**config.mk**
```make
export PLATFORM = sky130hd
export DESIGN_NAME = ach_axis
export DESIGN_NICKNAME = d
export VERILOG_FILES = /design/src/hdl/ach_pkg.sv /design/src/hdl/ach_axis.sv /design/src/hdl/ach_scan_edge.sv
export SDC_FILE = /design/constraint.sdc
export NUM_CORES = 1
export LEC_CHECK = 0
export ABC_AREA = 1
export BUFFER_PORTS_ARGS = -buffer_cell sky130_fd_sc_hd__buf_2
export CAP_MARGIN = 20
export CORE_AREA = 2 2 158 160
export DETAILED_ROUTE_END_ITERATION = 8
export DIE_AREA = 0 0 160 162
export PLACE_DENSITY_LB_ADDON = 0.08
export SLEW_MARGIN = 20
export SYNTH_ARGS = -nofsm -noshare
export SYNTH_HDL_FRONTEND = slang
export SYNTH_SLANG_ARGS = --single-unit
```
**constraint.sdc**
```tcl
create_clock -name ref_clk -period 2.4 [get_ports ref_clk]
set_clock_uncertainty 0.2 [all_clocks]
set_input_delay 0.12 -clock ref_clk [delete_from_list [all_inputs] [get_ports ref_clk]]
set_output_delay 0.12 -clock ref_clk [all_outputs]
set_load 0.01 [all_outputs]
```
**src/hdl/ach_pkg.sv**
```systemverilog
package ach_pkg;

   // Data widths
   localparam int ACH_CODE_W = 16;
   localparam int ACH_POS_W = 32;
   localparam int ACH_CNT_W = 16;
   localparam int ACH_CMD_W = 11;

   // Reset values
   localparam logic [ACH_CODE_W-1:0] ACH_CODE_RST = 16'h0000;
   localparam logic [ACH_CNT_W-1:0] ACH_CNT_RST = 16'h0000;

   // Axis motion states
   typedef enum logic [2:0] {
      ACH_IDLE = 3'h0,
      ACH_INCH_FWD = 3'h1,
      ACH_INCH_REV = 3'h2,
      ACH_MOVE = 3'h3,
      ACH_ACK_WAIT = 3'h4,
      ACH_DECEL = 3'h5
   } ach_state_type;

   // Command bits from the sequence program, MSB first
   typedef struct packed {
      logic forward_inch_cmd;
      logic reverse_inch_cmd;
      logic completion_clear_cmd;
      logic axis_error_clear_cmd;
      logic ext_halt_ignore_cmd;
      logic handshake_ack;
      logic encoder_error_clear_cmd;
      logic stop_cmd;
      logic rapid_stop_cmd;
      logic cancel_cmd;
      logic skip_cmd;
   } ach_cmd_type;

   // Error report from a monitored unit
   typedef struct packed {
      logic minor;
      logic major;
      logic [ACH_CODE_W-1:0] minor_code;
      logic [ACH_CODE_W-1:0] major_code;
   } ach_err_type;

   // Status and motion request bits
   typedef struct packed {
      logic move_fwd;
      logic move_rev;
      logic decel;
      logic advance;
      logic start_refused;
      logic start_done_flag;
      logic position_done_flag;
      logic code_pending_flag;
      logic axis_fault_flag;
      logic encoder_fault_flag;
      logic resume_blocked_warning;
   } ach_stat_type;

   localparam ach_stat_type ACH_STAT_RST = '0;

endpackage : ach_pkg

```
**src/hdl/ach_axis.sv**
```systemverilog
module ach_axis import ach_pkg::*; (
   // Clock and reset
   input wire logic ref_clk,
   input wire logic srst,
   // Scan and commands
   input wire logic scan_tick,
   input wire ach_cmd_type cmd,
   // Positioning requests from the program engine
   input wire logic start_req,
   input wire logic ack_gated_mode,
   input wire logic point_has_code,
   input wire logic [ACH_CODE_W-1:0] point_code,
   input wire logic segment_done,
   input wire logic last_point,
   input wire logic [ACH_CNT_W-1:0] decel_cycles,
   // External stop pin
   input wire logic ext_stop_pin,
   // Health of axis and encoder
   input wire ach_err_type axis_err,
   input wire ach_err_type encoder_err,
   // Power-up position check
   input wire logic powerup_check,
   input wire logic [ACH_POS_W-1:0] encoder_pos,
   input wire logic [ACH_POS_W-1:0] saved_pos,
   // Status
   output ach_stat_type status,
   output logic [ACH_CODE_W-1:0] mcode_out,
   output logic [ACH_CODE_W-1:0] axis_minor_fault_code,
   output logic [ACH_CODE_W-1:0] axis_major_fault_code,
   output logic [ACH_CODE_W-1:0] encoder_minor_fault_code,
   output logic [ACH_CODE_W-1:0] encoder_major_fault_code
);

   ach_state_type st_q, st_d;
   ach_stat_type s_q, s_d;
   ach_cmd_type rise, fall;
   logic [ACH_CMD_W-1:0] rise_v, fall_v;
   logic [ACH_CNT_W-1:0] cnt_q, cnt_d;
   logic [ACH_CODE_W-1:0] mcode_q, mcode_d;
   logic [ACH_CODE_W-1:0] amin_q, amin_d, amaj_q, amaj_d;
   logic [ACH_CODE_W-1:0] emin_q, emin_d, emaj_q, emaj_d;
   logic gated_q, gated_d, ack_up_q, ack_up_d, released_q, released_d;
   logic pin_meta_q, pin_sync_q, pin_prev_q;
   logic pin_rise, ax_bad, enc_bad, halt_any, may_start;

   // Command edges per scan
   ach_scan_edge #(.WIDTH(ACH_CMD_W)) u_edge (
      .ref_clk(ref_clk),
      .srst(srst),
      .scan_tick(scan_tick),
      .bits_in(cmd),
      .rise(rise_v),
      .fall(fall_v)
   );
   assign rise = rise_v;
   assign fall = fall_v;

   // Stop pin synchroniser and edge
   always_ff @(posedge ref_clk) begin
      if (srst) begin
         pin_meta_q <= 1'b0;
         pin_sync_q <= 1'b0;
         pin_prev_q <= 1'b0;
      end else begin
         pin_meta_q <= ext_stop_pin;
         pin_sync_q <= pin_meta_q;
         pin_prev_q <= pin_sync_q;
      end
   end
   assign pin_rise = pin_sync_q & ~pin_prev_q;

   // Health and stop qualifiers
   assign ax_bad = axis_err.minor | axis_err.major;
   assign enc_bad = encoder_err.minor | encoder_err.major;
   assign halt_any = rise.stop_cmd | rise.rapid_stop_cmd | pin_rise;
   assign may_start = ~cmd.stop_cmd & ~cmd.rapid_stop_cmd
      & (cmd.ext_halt_ignore_cmd | ~pin_sync_q);

   // Motion, handshake and status next values
   always_comb begin
      st_d = st_q;
      s_d = s_q;
      cnt_d = cnt_q;
      mcode_d = mcode_q;
      gated_d = gated_q;
      ack_up_d = ack_up_q;
      released_d = released_q;
      s_d.advance = 1'b0;
      s_d.start_refused = 1'b0;
      // Ack handshake: rise clears pending, later fall releases
      if (s_q.code_pending_flag && rise.handshake_ack) begin
         s_d.code_pending_flag = 1'b0;
         ack_up_d = 1'b1;
      end
      if (ack_up_q && !s_q.code_pending_flag && fall.handshake_ack) begin
         released_d = 1'b1;
      end
      if (rise.cancel_cmd || rise.skip_cmd) begin
         s_d.code_pending_flag = 1'b0;
      end
      if (rise.completion_clear_cmd) begin
         s_d.start_done_flag = 1'b0;
         s_d.position_done_flag = 1'b0;
      end
      case (st_q)
         ACH_IDLE: begin
            if (scan_tick && cmd.forward_inch_cmd) begin
               st_d = ACH_INCH_FWD;
            end else if (scan_tick && cmd.reverse_inch_cmd) begin
               st_d = ACH_INCH_REV;
            end else if (start_req && !may_start) begin
               s_d.start_refused = 1'b1;
            end else if (start_req) begin
               st_d = ACH_MOVE;
               s_d.start_done_flag = 1'b1;
               s_d.position_done_flag = 1'b0;
               gated_d = ack_gated_mode & point_has_code;
               ack_up_d = 1'b0;
               released_d = 1'b0;
               if (point_has_code) begin
                  mcode_d = point_code;
               end
               s_d.code_pending_flag = gated_d;
            end
         end
         ACH_INCH_FWD: begin
            if (halt_any || (scan_tick && !cmd.forward_inch_cmd)) begin
               st_d = ACH_DECEL;
               cnt_d = decel_cycles;
            end
         end
         ACH_INCH_REV: begin
            if (halt_any || (scan_tick && !cmd.reverse_inch_cmd)) begin
               st_d = ACH_DECEL;
               cnt_d = decel_cycles;
            end
         end
         ACH_MOVE, ACH_ACK_WAIT: begin
            if (halt_any) begin
               st_d = ACH_DECEL;
               cnt_d = decel_cycles;
               s_d.code_pending_flag = 1'b0;
            end else if ((st_q == ACH_MOVE && segment_done && !(gated_q && !released_q))
                  || (st_q == ACH_ACK_WAIT && released_q)) begin
               s_d.advance = 1'b1;
               gated_d = 1'b0;
               if (last_point) begin
                  st_d = ACH_IDLE;
                  s_d.position_done_flag = 1'b1;
                  s_d.start_done_flag = 1'b0;
               end else begin
                  st_d = ACH_MOVE;
                  gated_d = ack_gated_mode & point_has_code;
                  ack_up_d = 1'b0;
                  released_d = 1'b0;
                  if (point_has_code) begin
                     mcode_d = point_code;
                  end
                  s_d.code_pending_flag = gated_d;
               end
            end else if (st_q == ACH_MOVE && segment_done) begin
               st_d = ACH_ACK_WAIT;
            end
         end
         ACH_DECEL: begin
            // Further stops are ignored while slowing down
            if (cnt_q == ACH_CNT_RST) begin
               st_d = ACH_IDLE;
            end else begin
               cnt_d = cnt_q - 16'h0001;
            end
         end
         default: begin
            st_d = ACH_IDLE;
         end
      endcase
      s_d.move_fwd = (st_d == ACH_INCH_FWD);
      s_d.move_rev = (st_d == ACH_INCH_REV);
      s_d.decel = (st_d == ACH_DECEL);
      // Set wins over clear for both fault flags
      s_d.axis_fault_flag = ax_bad
         | (s_q.axis_fault_flag & ~rise.axis_error_clear_cmd);
      s_d.encoder_fault_flag = enc_bad
         | (s_q.encoder_fault_flag & ~rise.encoder_error_clear_cmd);
      // Position compared against the saved one only on the power-up pulse
      if (powerup_check) begin
         s_d.resume_blocked_warning = (encoder_pos != saved_pos);
      end
   end

   // Fault code words, latched while faulty and reset by a clear once healthy
   always_comb begin
      amin_d = amin_q;
      amaj_d = amaj_q;
      emin_d = emin_q;
      emaj_d = emaj_q;
      if (ax_bad) begin
         amin_d = axis_err.minor_code;
         amaj_d = axis_err.major_code;
      end else if (rise.axis_error_clear_cmd) begin
         amin_d = ACH_CODE_RST;
         amaj_d = ACH_CODE_RST;
      end
      if (enc_bad) begin
         emin_d = encoder_err.minor_code;
         emaj_d = encoder_err.major_code;
      end else if (rise.encoder_error_clear_cmd) begin
         emin_d = ACH_CODE_RST;
         emaj_d = ACH_CODE_RST;
      end
   end

   // Registers
   always_ff @(posedge ref_clk) begin
      if (srst) begin
         st_q <= ACH_IDLE;
         s_q <= ACH_STAT_RST;
         cnt_q <= ACH_CNT_RST;
         mcode_q <= ACH_CODE_RST;
         amin_q <= ACH_CODE_RST;
         amaj_q <= ACH_CODE_RST;
         emin_q <= ACH_CODE_RST;
         emaj_q <= ACH_CODE_RST;
         gated_q <= 1'b0;
         ack_up_q <= 1'b0;
         released_q <= 1'b0;
      end else begin
         st_q <= st_d;
         s_q <= s_d;
         cnt_q <= cnt_d;
         mcode_q <= mcode_d;
         amin_q <= amin_d;
         amaj_q <= amaj_d;
         emin_q <= emin_d;
         emaj_q <= emaj_d;
         gated_q <= gated_d;
         ack_up_q <= ack_up_d;
         released_q <= released_d;
      end
   end

   // Outputs
   assign status = s_q;
   assign mcode_out = mcode_q;
   assign axis_minor_fault_code = amin_q;
   assign axis_major_fault_code = amaj_q;
   assign encoder_minor_fault_code = emin_q;
   assign encoder_major_fault_code = emaj_q;
endmodule : ach_axis

```
**src/hdl/ach_scan_edge.sv**
```systemverilog
module ach_scan_edge import ach_pkg::*; #(
   parameter int WIDTH = ACH_CMD_W
) (
   // Clock and reset
   input wire logic ref_clk,
   input wire logic srst,
   // Scan sampling
   input wire logic scan_tick,
   input wire logic [WIDTH-1:0] bits_in,
   // Edges seen at this scan
   output logic [WIDTH-1:0] rise,
   output logic [WIDTH-1:0] fall
);

   // Refuse a width the edge logic cannot serve
   if (WIDTH < 1) begin : g_width_check
      $error("ach_scan_edge: WIDTH must be at least 1");
   end

   logic [WIDTH-1:0] prev_q;
   logic [WIDTH-1:0] prev_d;

   // Previous scan value only moves on a scan
   always_comb begin
      prev_d = scan_tick ? bits_in : prev_q;
   end

   always_ff @(posedge ref_clk) begin
      if (srst) begin
         prev_q <= '0;
      end else begin
         prev_q <= prev_d;
      end
   end

   // Edges against the previous scan
   assign rise = {WIDTH{scan_tick}} & bits_in & ~prev_q;
   assign fall = {WIDTH{scan_tick}} & ~bits_in & prev_q;

endmodule : ach_scan_edge

```
# Word-level counts from Yosys, hierarchy flattened
# Index checks and enable logic that the tools add are counted.
# op_classes
n_addsub	1
eq_ne	20
muxes	73
n_bitwise	27
reduce_logical	34
# op_table
cell	count
$mux 16	18
$pmux 16 s4	1
$mux 3	15
$ne 32x32->1	1
$pmux 16 s2	1
$mux 1	29
$ne 2x2->1 const B	11
$and 9x9->9	2
$logic_not 16->1	1
$sub 16x1->16 const B	1
$pmux 3 s5	1
$and 6x6->6	2
$logic_and 1x1->1	12
$eq 3x2->1 const B	3
$eq 3x3->1 const B	3
$not 9->9	1
$mux 2	4
$not 1->1	8
$reduce_and 8->1	1
$or 1x1->1	7
$reduce_and 7->1	1
$and 1x1->1	6
$eq 3x1->1 const B	2
$logic_not 1->1	6
other kinds (11)	18
# totals
reg_bits	125
in_bits	185
output_inout_bits	91

# Longest topological paths before layout
# depth
ltp_word	10
mapped_depth	12
depth_no_buf	12

# Modules after synthesis
# A second synthesis with hierarchy kept.
# hier_totals
hier_cells	964
area_unflattened_um2	6381.1
# modules_own_cells
mod	instances	cells_per_inst	area_per_inst_um2
ach_axis	1	865	5744.3
ach_scan_edge	1	99	636.9

# Worst setup path after synthesis
# Ideal clock, no wire load.
# synth_path
kind	register -> register
from	register cnt_q[0]
to	register cnt_q[0]
setup_ns	0.116
t_arrival_ns	1.428
required_time_ns	2.084
slack_ns	0.656
path_stages_with_launch	12
period_less_slack_ns	1.744
cell_sequence	dfxtp_1 -> inv_1 -> ha_1 -> nand3_1 -> nor2_1 -> nand4_1 -> nand2_1 -> nor2_4 -> inv_2 -> buf_6 -> nor2_1 -> nor2_1
# synth_via
elab_chain_len	3
# synth_lines
item	line_no	rtl
start, declared	ach_axis.sv:38	logic [ACH_CNT_W-1:0] cnt_q, cnt_d;
start signal, assigned	ach_axis.sv:230	cnt_q <= cnt_d;
$sub 16x1->16 / $logic_not 16->1 (equally long branches)	ach_axis.sv:170, ach_axis.sv:167	
$mux 16 / $ne 2x2->1 (equally long branches)	n/a	
$pmux 16 s4 / $reduce_and 5->1 (equally long branches)	n/a	
# Parallel ways exist; a longest one is shown, timed or not. The select of a mux whose other input is x is not followed.
# A chain may end at the register's enable or synchronous reset.

==> out/results.txt <==
Share of post-route cells with drive strength above 1: 0.267
CTS tree: yes
Post-Syn Area per Cell: 6.82 sq um
Most frequent CP cell: dlygate4sd3_1
RSZ-0062 raised after global routing: false
CTS buffer count: 17
Cells after synthesis: 880
Routed vias: 7,057
Critical Path Start Type: primary input
Full die area: 25,900 sq um
Cell Chain, Critical Path: dlygate4sd3_1, buf_2, nand2_1, dlygate4sd3_1, a21oi_1, dlygate4sd3_1
Final setup vio count: 0
Initial antenna violation count: 1
Max Slew Vio Count: 0
Clk sinks: 124
CP endpoint kind: register
Most frequent cells in the layout: buf_2 (275), nand2_1 (159), dlygate4sd3_1 (133)
Post-layout util: 0.400
Seq cells post-synth: 124
Sequential element share of the synthesized area: 0.414
PD cells: 765 nW/um^2
CP Max Fanout: 13
Yosys cell types: 34
Crit path time final: 2.20 ns
Critical Path RT: 2.55 ns
First-pass GRT wire length: 34,300 microns
GRT Residual Overflow: 0
Nets: 1,454
Critical path arrival: 2.35 ns
Clock buffer depth: 2
Most common cell after layout, fill and taps aside: buf_2
Die width: 160 microns
Critical path's slowest cell: dlygate4sd3_1
Mapped Area: 6000 sq um
Worst-skew pair later-pin latency: 0.42 ns
DRT antenna net count: 0
Slew @ Worst Pin: 1.04 ns
Htree depth: 4
Initial drt markers: 371
Area Growth Syn to Fin: 60.5%
IO Pins: 276
Vias in the first global route: 6,982
Period utilisation layout: 0.917
Yosys warnings: 0
Clock Tree Root: clkbuf_16
Worst Setup SP: scan_tick
CP peak stage delay: 0.57 ns
Die H: 162 microns
Cell row count: 57
Drt pass-1 iters: 5
Crit Reg-Reg Startpoint: st_q[0]$_SDFF_PP0_
Mapped Nets: 1,066
Largest net degree at the start of global routing: 75
Drt wl/cell: 13.2 microns
Peak VDD IR: 0.311 mV
P_leak: 4.60 nW
Final Hold Fails: 0
Vias/cell: 4.40
DR DRC count: 0
Hold WC Path Type: in2reg
Headroom to the max-slew limit: 0.303
Outcome: finished clean
Max_cap viols: 0
Detail Placement HPWL: 14,300 microns
Min-delay src: axis_err[33]
Clk pin slew, worst setup/hold paths: 0.06 ns
Crit Path Class: in2reg
Max Clk Rate: 455 MHz
Initial Util: 0.249
Core Region: 24,100 sq um
Fillers: 2,648
Drt total wl: 21,200 microns
Post-CTS setup buffer count: 0
IO Port Bufs: 275
Setup TNS: 0 ns
Global placer's final weighted congestion: 0.788
Overall routing resource usage: 0.162
==> cells by family after synthesis <==
group / share of synthesized area
AO/OA/AOI/OAI: 0.181
XOR/XNOR: 0.0277
adder cells (fa/ha/maj): 0.00208
buffers and inverters: 0.0846
flip-flops: 0.414
AND/OR/NAND/NOR: 0.291
==> worst paths after layout <==
check                                                             end  slack, ns  cells after the start
worst min register to register                  pin_sync_q$_SDFF_PP0_       0.21                      2
worst max register to register                 cnt_q[15]$_SDFFE_PP0P_       0.39                      9
worst min-delay path            axis_minor_fault_code[7]$_SDFFE_PP0P_       0.03                      4
worst max-delay path                    u_edge.prev_q[5]$_SDFFE_PP0P_       0.20                      6
==> per-stage QoR <==
stage	cell area, sq um	total power, mW	hold slack [ns]	instances	setup slack [ns]
CTS	9630	7.49	0.00391	1604	0.134
floorplan	6000	3.83	0.0270	880	0.656
global route	9630	7.91	0.0384	1605	0.0953
finish	9630	7.37	0.0310	1605	0.200
global placement	7670	4.46	0.132	1440	0.419
detailed placement	7670	4.44	0.141	1440	0.362
==> critical path: cells and delay by family <==
family / cells / cell delay [ns]
AOI/OAI and AO/OA: 1 / 0.16
buffers and inverters: 4 / 1.95
and+or+nand+nor: 1 / 0.11
==> sequential cells by signal (all words and copies together) (netlist names) <==
| signal | count |
|---|---|
| axis_minor_fault_code | 16 |
| pin_prev_q | 1 |
| st_q | 3 |
| encoder_minor_fault_code | 16 |
| u_edge.prev_q | 8 |
| axis_major_fault_code | 16 |
| ack_up_q | 1 |
| pin_meta_q | 1 |
| pin_sync_q | 1 |
| encoder_major_fault_code | 16 |
| released_q | 1 |
| mcode_out | 16 |
| status | 11 |
| gated_q | 1 |
| cnt_q | 16 |
==> report_power, final <==
group | internal, mW | switching (mW)
clock | 1.76 | 1.06
combinational | 0.835 | 1.27
sequential | 2.28 | 0.168
==> synthesized netlist by cell type <==
library cell,number,area share
nand2_1,159,0.099
dfxtp_1,124,0.41
nand3_1,112,0.093
o21ai_0,103,0.086
nor2_1,101,0.063
a21oi_1,97,0.081
inv_1,67,0.042
clkbuf_1,42,0.026
xor2_1,15,0.022
nor3_1,6,0.0050
buf_6,5,0.0094
nand4_1,5,0.0052
inv_2,4,0.0025
o22ai_1,4,0.0042
xnor2_1,4,0.0058
nand2_2,3,0.0031
nand3_2,3,0.0050
nor2_2,3,0.0031
or2_2,3,0.0031
a211oi_1,2,0.0025
a21oi_2,2,0.0029
buf_4,2,0.0025
nor2_4,2,0.0038
or2_1,2,0.0021
a31oi_1,1,0.0010
buf_1,1,0.00062
buf_2,1,0.00083
clkinv_1,1,0.00062
ha_1,1,0.0021
nand2_4,1,0.0019
nand3b_1,1,0.0013
nor4_1,1,0.0010
o211ai_1,1,0.0013
o21ai_4,1,0.0027
==> cell type report <==
| cell class | count | area [sq um] | area share |
|---|---|---|---|
| Multi-Input combinational cell | 633 | 3020 | 0.313 |
| Timing Repair Buffer | 420 | 2820 | 0.293 |
| Sequential cell | 124 | 2480 | 0.258 |
| Clock buffer | 17 | 425 | 0.0442 |
| Tap cell | 324 | 405 | 0.0421 |
| Inverter | 72 | 270 | 0.0281 |
| Clock inverter | 14 | 206 | 0.0214 |
| Antenna cell | 1 | 2.50 | 0.000260 |
==> per-layer routing <==
metal  vias up  wire (microns)  GRT usage
met5         -               0          0
met4         0             340     0.0565
met3        24            1290     0.0439
met2       199            9820      0.268
met1      3145            9740      0.204
li1       3689               -          -
==> timing repair <==
| action | in CTS | in global routing |
|---|---|---|
| hold buffers | 133 | 0 |
| endpoints found under the hold margin | 119 | 0 |
| setup endpoints to repair | 0 | 1 |
| gates resized for setup | 0 | 1 |
Note: power is estimated with default switching activity, not from simulation.
